### src/verilog/edh_pkg.sv
`default_nettype none
package edh_pkg;
   // ------------------------------------------------------------
   // Timing
   // ------------------------------------------------------------
   localparam int CLK_NS = 100;
   localparam int SETUP_NS = 5;
   localparam int HOLD_NS = 10;
   localparam int GEN_NS = 30;
   localparam int LATCH_NS = 30;
   localparam int NEWCHK_NS = 32;
   localparam int TMR_W = 4;

   // Least time, rounded up, never below one cycle
   function automatic int cyc_min(input int t_ns);
      int c;
      c = (t_ns + CLK_NS - 1) / CLK_NS;
      return (c < 1) ? 1 : c;
   endfunction : cyc_min

   // Longest time, rounded down, never below one cycle
   function automatic int cyc_max(input int t_ns);
      int c;
      c = t_ns / CLK_NS;
      return (c < 1) ? 1 : c;
   endfunction : cyc_max

   localparam int SETUP_CYC = cyc_min(SETUP_NS);
   localparam int HOLD_CYC = cyc_min(HOLD_NS);
   localparam int GEN_CYC = cyc_min(GEN_NS);
   localparam int LATCH_CYC = cyc_min(LATCH_NS);
   localparam int NEWCHK_CYC = cyc_max(NEWCHK_NS);

   // ------------------------------------------------------------
   // Register map
   // ------------------------------------------------------------
   localparam logic [7:0] OFF_CTRL = 8'h00;
   localparam logic [7:0] OFF_WDATA = 8'h04;
   localparam logic [7:0] OFF_WCHECK = 8'h08;
   localparam logic [7:0] OFF_MDATA = 8'h0c;
   localparam logic [7:0] OFF_MASK = 8'h10;
   localparam logic [7:0] OFF_STATUS = 8'h14;
   localparam logic [7:0] OFF_RDATA = 8'h18;
   localparam logic [7:0] OFF_RCHECK = 8'h1c;
   localparam int CTRL_GO_BIT = 4;
   localparam int ST_BUSY = 0;
   localparam int ST_DONE = 1;
   localparam int ST_SFAULT = 2;
   localparam int ST_MFAULT = 3;
   localparam logic [1:0] OP_WRITE = 2'h0;
   localparam logic [1:0] OP_READ = 2'h1;
   localparam logic [1:0] OP_RMW = 2'h2;
   localparam logic [1:0] OP_DIAG = 2'h3;
   localparam logic [1:0] RESP_OKAY = 2'h0;
   localparam logic [1:0] RESP_DECERR = 2'h3;
   localparam logic [3:0] LANES_OFF = 4'hf;
   localparam logic [3:0] LANES_ON = 4'h0;

   typedef enum logic [3:0] {
      S_IDLE, S_WR_APPLY, S_WR_CHECK, S_RD_APPLY, S_RD_CORRECT,
      S_RD_RELEASE, S_RD_OUT, S_RMW_LATCH, S_RMW_MOD, S_RMW_GEN,
      S_DG_APPLY, S_DG_READ
   } edh_state_t;
endpackage : edh_pkg
`default_nettype wire

### src/verilog/edh_timer.sv
`default_nettype none
module edh_timer #(
   parameter int W = 4
) (
   input wire logic aclk,
   input wire logic aresetn,
   input wire logic ce,
   input wire logic load,
   input wire logic [W-1:0] load_val,
   output logic done
);
   typedef struct packed {
      logic [W-1:0] cnt;
   } edh_tmr_t;

   edh_tmr_t r;
   edh_tmr_t r_nxt;

   // ------------------------------------------------------------
   // Dwell counter, expires when it reaches zero
   // ------------------------------------------------------------
   always_comb begin
      r_nxt = r;
      if (load) begin
         r_nxt.cnt = load_val;
      end else if (r.cnt != '0) begin
         r_nxt.cnt = r.cnt - W'(1);
      end
   end

   always_ff @(posedge aclk) begin
      if (!aresetn) begin
         r <= '0;
      end else if (ce) begin
         r <= r_nxt;
      end
   end

   assign done = (r.cnt == '0);
endmodule : edh_timer
`default_nettype wire

### src/verilog/edh_host.sv
`default_nettype none
// Function
// - Host turns data drivers off before writing
// - Host lowers check enable to read check
// - After hold, release bus, then lanes low
// - Correct first, then raise latch enable
// - Modify raises changed lanes, drives those bytes
// - Latch enable after 30 ns, before selects drop
module edh_host (
   input wire logic aclk,
   input wire logic aresetn,
   input wire logic ce,
   input wire logic [7:0] s_axi_awaddr,
   input wire logic s_axi_awvalid,
   output logic s_axi_awready,
   input wire logic [31:0] s_axi_wdata,
   input wire logic [3:0] s_axi_wstrb,
   input wire logic s_axi_wvalid,
   output logic s_axi_wready,
   output logic [1:0] s_axi_bresp,
   output logic s_axi_bvalid,
   input wire logic s_axi_bready,
   input wire logic [7:0] s_axi_araddr,
   input wire logic s_axi_arvalid,
   output logic s_axi_arready,
   output logic [31:0] s_axi_rdata,
   output logic [1:0] s_axi_rresp,
   output logic s_axi_rvalid,
   input wire logic s_axi_rready,
   output logic mode_select_upper,
   output logic mode_select_lower,
   output logic [3:0] byte_lane_out_en_n,
   output logic data_port_out_en_n,
   output logic out_latch_en_n,
   output logic check_port_out_en_n,
   input wire logic [31:0] data_port_i,
   output logic [31:0] data_port_o,
   output logic [3:0] data_port_oe,
   input wire logic [6:0] check_port_i,
   output logic [6:0] check_port_o,
   output logic check_port_oe,
   input wire logic single_fault_flag_n,
   input wire logic multi_fault_flag_n
);
   typedef struct packed {
      edh_pkg::edh_state_t st;
      logic [1:0] op;
      logic [31:0] wdata;
      logic [6:0] wcheck;
      logic [31:0] mdata;
      logic [3:0] mask;
      logic [31:0] rdata;
      logic [6:0] rcheck;
      logic busy;
      logic done;
      logic sfault;
      logic mfault;
      logic sel_u;
      logic sel_l;
      logic [3:0] lanes_n;
      logic dp_en_n;
      logic latch_n;
      logic chk_oe_n;
      logic [31:0] dp_o;
      logic [3:0] dp_oe;
      logic [6:0] cp_o;
      logic cp_oe;
      logic awready;
      logic bvalid;
      logic [1:0] bresp;
      logic arready;
      logic rvalid;
      logic [31:0] rbus;
      logic [1:0] rresp;
   } edh_regs_t;

   edh_regs_t r;
   edh_regs_t r_nxt;
   logic tmr_done;

   function automatic logic [31:0] merge(input logic [31:0] old,
                                         input logic [31:0] val,
                                         input logic [3:0] strb);
      logic [31:0] m;
      m = old;
      for (int b = 0; b < 4; b++) begin
         if (strb[b]) begin
            m[8*b +: 8] = val[8*b +: 8];
         end
      end
      return m;
   endfunction : merge

   function automatic logic [edh_pkg::TMR_W-1:0] dwell(input int cyc);
      return edh_pkg::TMR_W'(cyc - 1);
   endfunction : dwell

   function automatic logic [7:0] word_addr(input logic [7:0] a);
      return {a[7:2], 2'b00};
   endfunction : word_addr

   edh_timer #(
      .W(edh_pkg::TMR_W)
   ) u_timer (
      .aclk(aclk),
      .aresetn(aresetn),
      .ce(ce),
      .load(r_nxt.st != r.st),
      .load_val(dwell(r_nxt.st == edh_pkg::S_RD_APPLY ?
                      edh_pkg::SETUP_CYC :
                      (r_nxt.st == edh_pkg::S_RD_CORRECT ||
                       r_nxt.st == edh_pkg::S_DG_APPLY) ?
                      edh_pkg::HOLD_CYC :
                      r_nxt.st == edh_pkg::S_RMW_LATCH ?
                      edh_pkg::LATCH_CYC :
                      r_nxt.st == edh_pkg::S_RMW_GEN ?
                      edh_pkg::NEWCHK_CYC : edh_pkg::GEN_CYC)),
      .done(tmr_done)
   );

   always_comb begin
      logic start;
      logic fin;
      logic [7:0] a;
      start = 1'b0;
      fin = 1'b0;
      a = '0;
      r_nxt = r;
      // ------------------------------------------------------------
      // Register slave
      // ------------------------------------------------------------
      r_nxt.awready = 1'b0;
      r_nxt.arready = 1'b0;
      if (r.bvalid && s_axi_bready) begin
         r_nxt.bvalid = 1'b0;
      end
      if (r.rvalid && s_axi_rready) begin
         r_nxt.rvalid = 1'b0;
      end
      // Both channels taken together, whichever came first
      if (s_axi_awvalid && s_axi_wvalid && !r.bvalid && !r.awready) begin
         r_nxt.awready = 1'b1;
      end
      if (r.awready) begin
         a = word_addr(s_axi_awaddr);
         r_nxt.bvalid = 1'b1;
         r_nxt.bresp = edh_pkg::RESP_OKAY;
         // Operands are frozen while an operation runs
         unique case (a)
            edh_pkg::OFF_CTRL: begin
               if (s_axi_wstrb[0] && !r.busy) begin
                  r_nxt.op = s_axi_wdata[1:0];
                  start = s_axi_wdata[edh_pkg::CTRL_GO_BIT];
               end
            end
            edh_pkg::OFF_WDATA: begin
               if (!r.busy) begin
                  r_nxt.wdata = merge(r.wdata, s_axi_wdata, s_axi_wstrb);
               end
            end
            edh_pkg::OFF_WCHECK: begin
               if (!r.busy && s_axi_wstrb[0]) begin
                  r_nxt.wcheck = s_axi_wdata[6:0];
               end
            end
            edh_pkg::OFF_MDATA: begin
               if (!r.busy) begin
                  r_nxt.mdata = merge(r.mdata, s_axi_wdata, s_axi_wstrb);
               end
            end
            edh_pkg::OFF_MASK: begin
               if (!r.busy && s_axi_wstrb[0]) begin
                  r_nxt.mask = s_axi_wdata[3:0];
               end
            end
            edh_pkg::OFF_STATUS, edh_pkg::OFF_RDATA,
            edh_pkg::OFF_RCHECK: begin
            end
            default: r_nxt.bresp = edh_pkg::RESP_DECERR;
         endcase
      end
      if (s_axi_arvalid && !r.rvalid && !r.arready) begin
         r_nxt.arready = 1'b1;
      end
      if (r.arready) begin
         r_nxt.rvalid = 1'b1;
         r_nxt.rresp = edh_pkg::RESP_OKAY;
         unique case (word_addr(s_axi_araddr))
            edh_pkg::OFF_CTRL: r_nxt.rbus = {30'h0, r.op};
            edh_pkg::OFF_WDATA: r_nxt.rbus = r.wdata;
            edh_pkg::OFF_WCHECK: r_nxt.rbus = {25'h0, r.wcheck};
            edh_pkg::OFF_MDATA: r_nxt.rbus = r.mdata;
            edh_pkg::OFF_MASK: r_nxt.rbus = {28'h0, r.mask};
            edh_pkg::OFF_STATUS: begin
               r_nxt.rbus = {28'h0, r.mfault, r.sfault, r.done, r.busy};
            end
            edh_pkg::OFF_RDATA: r_nxt.rbus = r.rdata;
            edh_pkg::OFF_RCHECK: r_nxt.rbus = {25'h0, r.rcheck};
            default: begin
               r_nxt.rbus = 32'h0;
               r_nxt.rresp = edh_pkg::RESP_DECERR;
            end
         endcase
      end
      // ------------------------------------------------------------
      // Pin sequencer
      // ------------------------------------------------------------
      unique case (r.st)
         edh_pkg::S_IDLE: begin
            if (start) begin
               r_nxt.busy = 1'b1;
               r_nxt.done = 1'b0;
               r_nxt.sfault = 1'b0;
               r_nxt.mfault = 1'b0;
               r_nxt.dp_o = r.wdata;
               // Lanes are already high in idle: safe to drive
               r_nxt.dp_oe = edh_pkg::LANES_OFF;
               if (r_nxt.op == edh_pkg::OP_WRITE) begin
                  r_nxt.st = edh_pkg::S_WR_APPLY;
               end else begin
                  r_nxt.sel_u = 1'b1;
                  r_nxt.cp_o = r.wcheck;
                  r_nxt.cp_oe = 1'b1;
                  r_nxt.st = edh_pkg::S_RD_APPLY;
               end
            end
         end
         edh_pkg::S_WR_APPLY: begin
            if (tmr_done) begin
               r_nxt.chk_oe_n = 1'b0;
               r_nxt.st = edh_pkg::S_WR_CHECK;
            end
         end
         edh_pkg::S_WR_CHECK: begin
            if (tmr_done) begin
               r_nxt.rcheck = check_port_i;
               fin = 1'b1;
            end
         end
         edh_pkg::S_RD_APPLY: begin
            if (tmr_done) begin
               r_nxt.sfault = !single_fault_flag_n;
               r_nxt.mfault = !multi_fault_flag_n;
               r_nxt.sel_l = 1'b1;
               if (r.op == edh_pkg::OP_DIAG) begin
                  // Check word latches, data stays transparent
                  r_nxt.sel_u = 1'b0;
                  r_nxt.dp_o = r.mdata;
                  r_nxt.st = edh_pkg::S_DG_APPLY;
               end else begin
                  r_nxt.st = edh_pkg::S_RD_CORRECT;
               end
            end
         end
         edh_pkg::S_RD_CORRECT: begin
            // Word and check held through the capture interval
            if (tmr_done) begin
               r_nxt.dp_oe = '0;
               r_nxt.cp_oe = 1'b0;
               r_nxt.st = edh_pkg::S_RD_RELEASE;
            end
         end
         edh_pkg::S_RD_RELEASE: begin
            if (tmr_done) begin
               r_nxt.lanes_n = edh_pkg::LANES_ON;
               r_nxt.chk_oe_n = 1'b0;
               r_nxt.st = edh_pkg::S_RD_OUT;
            end
         end
         edh_pkg::S_RD_OUT: begin
            if (tmr_done) begin
               r_nxt.rdata = data_port_i;
               r_nxt.rcheck = check_port_i;
               if (r.op == edh_pkg::OP_RMW) begin
                  r_nxt.st = edh_pkg::S_RMW_LATCH;
               end else begin
                  fin = 1'b1;
               end
            end
         end
         edh_pkg::S_RMW_LATCH: begin
            // Selects still both high when the latch closes
            if (tmr_done) begin
               r_nxt.latch_n = 1'b1;
               r_nxt.chk_oe_n = 1'b1;
               r_nxt.lanes_n = r.mask;
               r_nxt.st = edh_pkg::S_RMW_MOD;
            end
         end
         edh_pkg::S_RMW_MOD: begin
            if (tmr_done) begin
               r_nxt.dp_o = r.mdata;
               r_nxt.dp_oe = r.mask;
               r_nxt.sel_u = 1'b0;
               r_nxt.sel_l = 1'b0;
               r_nxt.chk_oe_n = 1'b0;
               r_nxt.st = edh_pkg::S_RMW_GEN;
            end
         end
         edh_pkg::S_RMW_GEN: begin
            if (tmr_done) begin
               r_nxt.rdata = data_port_i;
               r_nxt.rcheck = check_port_i;
               fin = 1'b1;
            end
         end
         edh_pkg::S_DG_APPLY: begin
            if (tmr_done) begin
               r_nxt.cp_oe = 1'b0;
               r_nxt.chk_oe_n = 1'b0;
               r_nxt.st = edh_pkg::S_DG_READ;
            end
         end
         edh_pkg::S_DG_READ: begin
            if (tmr_done) begin
               r_nxt.sfault = !single_fault_flag_n;
               r_nxt.mfault = !multi_fault_flag_n;
               r_nxt.rcheck = check_port_i;
               r_nxt.rdata = r.mdata;
               fin = 1'b1;
            end
         end
      endcase
      if (fin) begin
         r_nxt.st = edh_pkg::S_IDLE;
         r_nxt.busy = 1'b0;
         r_nxt.done = 1'b1;
         r_nxt.sel_u = 1'b0;
         r_nxt.sel_l = 1'b0;
         r_nxt.dp_oe = '0;
         r_nxt.cp_oe = 1'b0;
         r_nxt.lanes_n = edh_pkg::LANES_OFF;
         r_nxt.chk_oe_n = 1'b1;
         r_nxt.latch_n = 1'b0;
      end
      r_nxt.dp_en_n = &r_nxt.lanes_n;
   end

   always_ff @(posedge aclk) begin
      if (!aresetn) begin
         r <= '0;
         r.lanes_n <= edh_pkg::LANES_OFF;
         r.dp_en_n <= 1'b1;
         r.chk_oe_n <= 1'b1;
      end else if (ce) begin
         r <= r_nxt;
      end
   end

   assign s_axi_awready = r.awready;
   assign s_axi_wready = r.awready;
   assign s_axi_bvalid = r.bvalid;
   assign s_axi_bresp = r.bresp;
   assign s_axi_arready = r.arready;
   assign s_axi_rvalid = r.rvalid;
   assign s_axi_rdata = r.rbus;
   assign s_axi_rresp = r.rresp;
   assign mode_select_upper = r.sel_u;
   assign mode_select_lower = r.sel_l;
   assign byte_lane_out_en_n = r.lanes_n;
   assign data_port_out_en_n = r.dp_en_n;
   assign out_latch_en_n = r.latch_n;
   assign check_port_out_en_n = r.chk_oe_n;
   assign data_port_o = r.dp_o;
   assign data_port_oe = r.dp_oe;
   assign check_port_o = r.cp_o;
   assign check_port_oe = r.cp_oe;

   // ------------------------------------------------------------
   // Checks
   // ------------------------------------------------------------
   logic [7:0] s0_age;
   always_ff @(posedge aclk) begin
      if (!aresetn) begin
         s0_age <= '0;
      end else if (ce) begin
         if (!r.sel_l) begin
            s0_age <= '0;
         end else if (s0_age != 8'hff) begin
            s0_age <= s0_age + 8'h01;
         end
      end
   end

   localparam int LATCH_AGE = edh_pkg::LATCH_CYC;
endmodule : edh_host
`default_nettype wire

### config.mk
export PLATFORM = sky130hd
export DESIGN_NAME = edh_host
export DESIGN_NICKNAME = d
export VERILOG_FILES = /design/src/verilog/edh_pkg.sv /design/src/verilog/edh_timer.sv /design/src/verilog/edh_host.sv
export SDC_FILE = /design/constraint.sdc
export NUM_CORES = 1
export LEC_CHECK = 0
export ABC_AREA = 1
export BUFFER_PORTS_ARGS = -buffer_cell sky130_fd_sc_hd__buf_2
export CORE_MARGIN = 2
export CORE_UTILIZATION = 50
export DETAILED_ROUTE_END_ITERATION = 12
export GPL_TIMING_DRIVEN = 0
export PLACE_DENSITY_LB_ADDON = 0.1
export SYNTH_ARGS = -nofsm -noshare
export SYNTH_HDL_FRONTEND = slang
export SYNTH_SLANG_ARGS = --single-unit
### constraint.sdc
create_clock -name aclk -period 4.4 [get_ports aclk]
set_clock_uncertainty 0.2 [all_clocks]
set_input_delay 0.88 -clock aclk [delete_from_list [all_inputs] [get_ports aclk]]
set_output_delay 0.88 -clock aclk [all_outputs]
set_load 0.01 [all_outputs]
==> results of run 1 <==
-- cell type report --
class	count	area, sq um
Fill cell	1949	7766
Multi-Input combinational cell	908	4502
Sequential cell	219	4384
Buffer	167	985.9
Timing Repair Buffer	190	950.9
Clock buffer	35	713.2
Inverter	141	531.8
Tap cell	270	337.8
Clock inverter	8	127.6
-- through the flow --
stage               worst slack [ns]  hold slack [ns]
global route                   1.275           0.2768
finish                         1.367           0.2570
detailed placement             1.004           0.2476
global placement              0.9775           0.2408
CTS                            1.514           0.2579
floorplan                      1.888           0.2245
-- cells in the final DEF (no fill, tap or decap), types with 3 or more instances in the layout --
master | synthesis | layout
o221ai_1 | 25 | 25
nor3_1 | 12 | 12
nand4_1 | 12 | 12
nand2_2 | 8 | 8
clkbuf_1 | 60 | 65
o211ai_1 | 7 | 7
nor2_1 | 113 | 113
inv_2 | 5 | 5
bufinv_16 | 0 | 3
buf_4 | 87 | 87
o21ai_0 | 174 | 174
clkbuf_16 | 0 | 25
nand2_1 | 213 | 213
buf_2 | 14 | 204
dfxtp_1 | 219 | 219
inv_1 | 132 | 132
a221oi_1 | 4 | 4
clkbuf_8 | 0 | 5
nand3_1 | 62 | 62
buf_1 | 4 | 4
a31oi_1 | 41 | 41
a21oi_1 | 190 | 190
a211oi_1 | 10 | 10
nor2_2 | 6 | 6
o22ai_1 | 8 | 8
o21ai_1 | 3 | 3
clkinv_1 | 3 | 3
-- flip-flops by register name (all words and copies together) (netlist names) --
name                 count
r                      124
data_port_o             32
s_axi_rdata             32
check_port_o             7
byte_lane_out_en_n       4
data_port_oe             4
u_timer.r                4
check_port_oe            1
check_port_out_en_n      1
data_port_out_en_n       1
mode_select_lower        1
mode_select_upper        1
out_latch_en_n           1
s_axi_arready            1
s_axi_awready            1
s_axi_bresp              1
s_axi_bvalid             1
s_axi_rresp              1
s_axi_rvalid             1
-- worst paths after layout --
| kind | startpoint | end | slack (ns) | cells past startpoint |
|---|---|---|---|---|
| setup / recovery | s_axi_araddr[7] | s_axi_rdata[30] | 1.37 | 9 |
| hold / removal | out_latch_en_n | out_latch_en_n | 0.26 | 2 |
| setup reg to reg | u_timer.r[0] | r[121] | 1.65 | 10 |
| hold reg to reg | out_latch_en_n | out_latch_en_n | 0.26 | 2 |
-- power by group --
part | leakage (nW) | internal, mW | switching (mW)
combinational | 3.11 | 0.361 | 0.646
sequential | 1.77 | 2.09 | 0.0649
clock | 0.405 | 1.30 | 0.849
total | 5.29 | 3.76 | 1.56
-- cells by family (layout without fill, tap and decap cells) --
family / after synthesis / in the layout
DFF: 219 / 219
xor gates and xnor gates: 2 / 2
adders and majority gates: 2 / 2
and+or+nand+nor: 434 / 434
AOI/OAI and AO/OA: 470 / 470
buffers and inverters: 308 / 541
-- worst max-delay path, stage by stage --
cell and delay [ns]:
buf_2 0.11, nor2_2 0.27, nand2_1 0.12, nor3_1 0.77, clkbuf_1 0.61, nand2_1 0.15, o221ai_1 0.14, nand2_1 0.08
a21oi_1 0.13
-- per-layer routing --
layer / global-route usage / vias to the layer above / part of all wire
met5: 0 / - / 0
met4: 0.1133 / 0 / 0.037
met3: 0.04356 / 93 / 0.094
met2: 0.4991 / 589 / 0.44
met1: 0.4443 / 5003 / 0.43
li1: - / 5212 / -
==> results.md, run 1 <==
- Core Region: 20,300 sq um
- Count of inserted antenna diode cells: 0
- Total GRT Usage: 0.3161
- Detailed-routing iteration count for the pre-antenna-repair pass: 6
- Achievable clock frequency: 0.3297 GHz
- Post-Synthesis Mean Instance Area: 7.250 sq um
- CTS Hold Buffers Added: 0
- Final total negative setup slack: 0 ns
- Arrival time of the worst setup path: 3.27 ns
- CTS tree: done
- Leakage power: 5.285 nW
- Kind of start point of the critical path: primary input
- Pwr dens: 424.2 nW/um^2
- Actual slew at the worst max-slew pin: 0.9854 ns
- Detailed-route wire length: 35.63 mm
- Ratio of cells with drive above 1 in the final layout: 0.2158
- Clock Latency Late Sink: 0.52 ns
- MaxCap Viol Count: 0
- Sort of element at the end of the critical path: flip-flop
- NumNets Final: 1,754
- Period Utilization, post-route: 0.6892
- Antenna violation net count after detailed routing: 0
- Number of port buffers: 190
- Distinct cells, synth: 40
- PnR Total Power: 5.317 mW
- Clock-pin slew on the worst setup and hold paths: 0.06 ns
- IO Pins: 195
- Largest family of logic cells by synthesized area: compound AO/OA/AOI/OAI gates
- Detailed-route DRC error count: 0
- Syn_nets: 1,538
- Area share of the largest cell type after synthesis: 0.4214
- RePlAce Congestion: 0.9625
- Outcome: finished clean
- Peak ir drop on the vdd network: 0.2785 mV
- Number of vias per cell: 5.623
- Vias in the first global route: 9,963
- Simple logic cell fraction of the synthesized area: 0.1787
- EDFF count, synth: 0
- Full die area: 21,980 sq um
- Initial standard-cell utilization of the core: 0.5125
- Overall die height: 148.2 um
- Max-slew headroom at the worst pin: 0.3380
- Standard cell area after detailed placement: 11,690 sq um
- Post-layout minimum cycle time: 3.033 ns
- Count of standard-cell rows: 52
- Initial antenna violation count: 0
- Clock buffers created by TritonCTS: 24
- Total non-filler cell area in the finished layout: 12,530 sq um
- Max clock buf depth: 3
- Gate Count Post-Synth: 1,435
- Worst Path Required: 4.64 ns
- Most numerous cell in the Yosys netlist: dfxtp_1
- Most common library cells after synthesis: dfxtp_1 (219), nand2_1 (213), a21oi_1 (190)
- Top cells by area, synth: dfxtp_1 (42%), a21oi_1 (9.1%), o21ai_0 (8.4%), nand2_1 (7.7%), buf_4 (6.3%)
- Main synth FF type: dfxtp_1
- Xor/xnor cell area share of the yosys netlist: 0.001684
- Count of clock tree sinks: 219
- Cell area after synthesis: 10,400 sq um
- Adder-cell area share of the yosys netlist: 0.002405
- Signed area change from the synthesized netlist to the final layout: 20.47%
- Final non-filler cell total: 1,938
- Via count: 10,900
- Final Max Tran Viols: 0
- Post-synthesis mux area share: 0
- Synthesis-stage register bit count: 219
- Final setup violation count: 0
- Pin count of the biggest net entering global routing: 15
- CTS-repair resized insts: 0
- Post-layout utilization of the core: 0.6174
- First-pass GRT wire length: 54.83 mm
- Detailed placer's ending HPWL: 26.21 mm
- Setup repair after global routing missed its margin: no
- Seq/Total Area, Yosys: 0.4214
- Number of H-tree levels: 1
- GRT Residual Overflow: 0
- Compound-gate portion of the synthesized area: 0.2499
- Kind of path behind the tightest hold check: flip-flop to flip-flop
- Final hold violation count: 0
- Initial DRC count: 1,109
- Async set or reset register ratio after synthesis: 0
- Root Driver: clkbuf_16
- Leading area contributor after synthesis: dfxtp_1
- Kind of critical path: primary input to flip-flop
- Max FO, Critical Path: 10
- Chip Width: 148.2 um
- Post-CTS setup buffer count: 0
- Number of warnings printed during yosys synthesis: 0
- Number of placed instances with taps included: 1,895
- DR WL/cell: 18.38 um
Power figures use the tool's default switching activity.
==> run 2: changes to the inputs <==
ABC_AREA = 0   (was 1)
clock period = 2.9 ns   (was 4.4 ns; I/O delays follow)
==> run 2 against run 1 <==
Against the previous run: sequential power rose by 43%; setup slack got worse by 1.2 ns; sequential share of layout area fell by 1.3 points; cell count fell by 14%; core utilization fell by 1.6 points; sequential cell count did not move; critical path type is now flip-flop to flip-flop; critical endpoint is now r[111].
==> results.md, run 2 <==
- Outcome: finished clean
- Leakage power: 6.743 nW
- Part of the power in registers: 0.463
- Vias in the first global route: 8,898
- Number of placed instances with taps included: 1,629
- Cell class contributing the biggest share of worst-path delay: simple AND/OR/NAND/NOR gates
- Actual slew at the worst max-slew pin: 0.8712 ns
- Async set or reset register ratio after synthesis: 0
- Final Max Tran Viols: 0
- Achievable clock frequency: 0.3607 GHz
- Signed area change from the synthesized netlist to the final layout: 19.36%
- Top cells by area, synth: dfxtp_1 (40%), mux2i_1 (11%), o211a_1 (8.3%), buf_4 (5.9%), nor2b_1 (5.5%)
- Arrival time of the worst setup path: 3.03 ns
- Distinct cells, synth: 62
- Crit path depth: 7
- Clock buffers created by TritonCTS: 25
- EDFF count, synth: 0
- Net switching power: 1.562 mW
- Kind of path behind the tightest hold check: primary input to flip-flop
- Main synth FF type: dfxtp_1
- Most flops, register: r
- Number of port buffers: 189
- Post-layout minimum cycle time: 2.773 ns
- Most numerous cell in the Yosys netlist: dfxtp_1
- Reg2Reg Capture Point: r[111]
- Pwr dens: 512.9 nW/um^2
- NumNets Final: 1,481
- Initial standard-cell utilization of the core: 0.5043
- Antenna violation net count after detailed routing: 0
- Clock-pin slew on the worst setup and hold paths: 0.06 ns
- Cell area after synthesis: 10,900 sq um
- RePlAce Congestion: 0.9084
- Critical path capture point: r[111]
- Detailed-routing iteration count for the pre-antenna-repair pass: 6
- Origin of the worst setup path: u_timer.r[0]
- Number of vias per cell: 5.583
- Synthesis-stage register bit count: 219
- Setup WS pre-CTS: -0.4062 ns
- Total non-filler cell area in the finished layout: 13,010 sq um
- Core Region: 21,620 sq um
- Via count: 9,357
- Post-Synthesis Mean Instance Area: 9.399 sq um
- Max FO, Critical Path: 10
- Area share of the largest cell type after synthesis: 0.4021
- Multi-input gate area: 5430 sq um
- R2R depth: 7
- Overall die height: 151.7 um
- Kind of critical path: flip-flop to flip-flop
- Combinational share of power: 0.079
- Count of standard-cell rows: 54
- Number of H-tree levels: 1
- Peak ir drop on the vdd network: 0.5004 mV
- Total GRT Usage: 0.2728
- Chip Width: 151.7 um
- Fillcell total: 2,006
- Full die area: 23,000 sq um
- Seq/Total Area, Yosys: 0.4021
- Detailed placer's ending HPWL: 23.68 mm
- Kind of start point of the critical path: flip-flop
- Number of warnings printed during yosys synthesis: 0
- Most frequent standard cell in the layout excluding fill and tap cells: dfxtp_1
- First-pass GRT wire length: 48.62 mm
- CTS Hold Buffers Added: 0
- Switching Fraction: 0.2340
- Final setup violation count: 0
- Largest register FFs: 124
- Count of clock tree sinks: 219
- Root Driver: clkbuf_16
- DR WL/cell: 19.09 um
- Final non-filler cell total: 1,676
- Syn_nets: 1,263
- Most common library cells after synthesis: dfxtp_1 (219), nand2_1 (153), mux2i_1 (121)
- Post-route worst setup slack: 0.1274 ns
- Clock Latency Late Sink: 0.52 ns
- CTS tree: done
- Critical path buffer and inverter count: 2
- Critical register-to-register path startpoint: u_timer.r[0]
- Max-slew headroom at the worst pin: 0.4110
- IO Pins: 195
- Pin count of the biggest net entering global routing: 13
- Initial DRC count: 634
- Standard cell area after detailed placement: 12,200 sq um
- Leading area contributor after synthesis: dfxtp_1
- Period Utilization, post-route: 0.9561
- Standard cell with the maximum stage delay on the critical path: nor3b_2
- Flop2flop setup slack: 0.13 ns
- Initial antenna violation count: 1
- Highest-count cells in the layout ignoring fill and taps: dfxtp_1 (219), buf_2 (207), nand2_1 (153)
- Gate Count Post-Synth: 1,160
- Setup repair after global routing missed its margin: no
- Ratio of cells with drive above 1 in the final layout: 0.2669
- Max clock buf depth: 3
- GRT Residual Overflow: 0
- Total area of sequential cells: 4384 sq um
- Sort of element at the end of the critical path: flip-flop
- PnR Total Power: 6.675 mW
- Final hold violation count: 0
- CP cell instances: inv_1 > ha_1 > nor3b_2 > nand2_1 > a21oi_4 > clkbuf_1 > o211a_1
- Internal power contribution: 5.113 mW
- MaxCap Viol Count: 0
- Portion of total power attributed to the clock network: 0.458
- CP peak stage delay: 0.51 ns
- Detailed-route DRC error count: 0
- Worst Path Required: 3.16 ns
- Hold Slack: 0.1179 ns
- Detailed-route wire length: 31.99 mm
[run 2: cell types whose count changed in the layout (fill, tap and decap cells not counted), sizes merged, moves of 40 or more]
cell	previous run	this run
inv	139	6
o21ai	177	27
a22oi	1	65
a21oi	192	24
nor2b	0	95
a31oi	41	1
o211a	0	90
nand2	222	154
mux2i	0	121
nor2	122	25
[run 2: how the worst min path moves through the flow]
stage | slack [ns] | cells past startpoint | startpoint | endpoint
global route | 0.12 | 3 | check_port_i[1] | r[98]
finish | 0.12 | 3 | check_port_i[6] | r[103]
CTS | 0.11 | 3 | check_port_i[6] | r[103]
global placement | 0.25 | 2 | data_port_oe[3] | data_port_oe[3]
floorplan | 0.23 | 2 | data_port_oe[3] | data_port_oe[3]
detailed placement | 0.25 | 2 | data_port_oe[3] | data_port_oe[3]
[run 2: routing by layer]
metal / vias up / wire (um) / GRT usage
li1: 4511 / - / -
met1: 4453 / 14450 / 0.3787
met2: 336 / 14690 / 0.4464
met3: 57 / 2060 / 0.03473
met4: 0 / 787 / 0.07778
met5: - / 0 / 0
[run 2: area by class of cell]
cell class,instances,area share
repair buffers,191,0.07384
well taps,280,0.02692
diodes,2,0.0003846
multi-input cells,769,0.4173
flip-flops and latches,219,0.3369
plain buffers,167,0.08355
clock inverters,8,0.007211
inverters,5,0.001442
clock buffers,35,0.05250
[run 2: cell families after synthesis]
kind of cell / Yosys count / share of synthesized area
buffers and inverters: 172 / 0.1011
AND/OR/NAND/NOR: 381 / 0.1806
flip-flops: 219 / 0.4021
adder cells (fa/ha/maj): 2 / 0.002295
AO/OA/AOI/OAI: 255 / 0.1894
multiplexers: 131 / 0.1245
[run 2: through the flow]
| step | utilization | TNS (ns) |
|---|---|---|
| after floorplan | - | 0 |
| after global placement | 0.5642 | -16.10 |
| after detailed placement | 0.5642 | -14.31 |
| after CTS | 0.6005 | 0 |
| after global routing | 0.6018 | 0 |
| final | 0.6019 | 0 |
[run 2: what timing repair did]
action | CTS | global route
setup buffers | 0 | 2
pin swaps | 0 | 1
setup endpoints to repair | 28 | 40
gates resized for setup | 1 | 7
[run 2: worst min-delay path, stage by stage]
cell	delay [ns]
buf_2	0.07
mux2i_1	0.05
nor2b_1	0.09
[run 2: power groups by stage]
stage / logic, mW / registers [mW] / clock network [mW]
floorplan: 0.299 / 3.15 / 0
global placement: 0.522 / 3.15 / 0
detailed placement: 0.524 / 3.15 / 0
CTS: 0.527 / 3.09 / 3.10
global route: 0.576 / 3.09 / 3.23
finish: 0.530 / 3.09 / 3.05
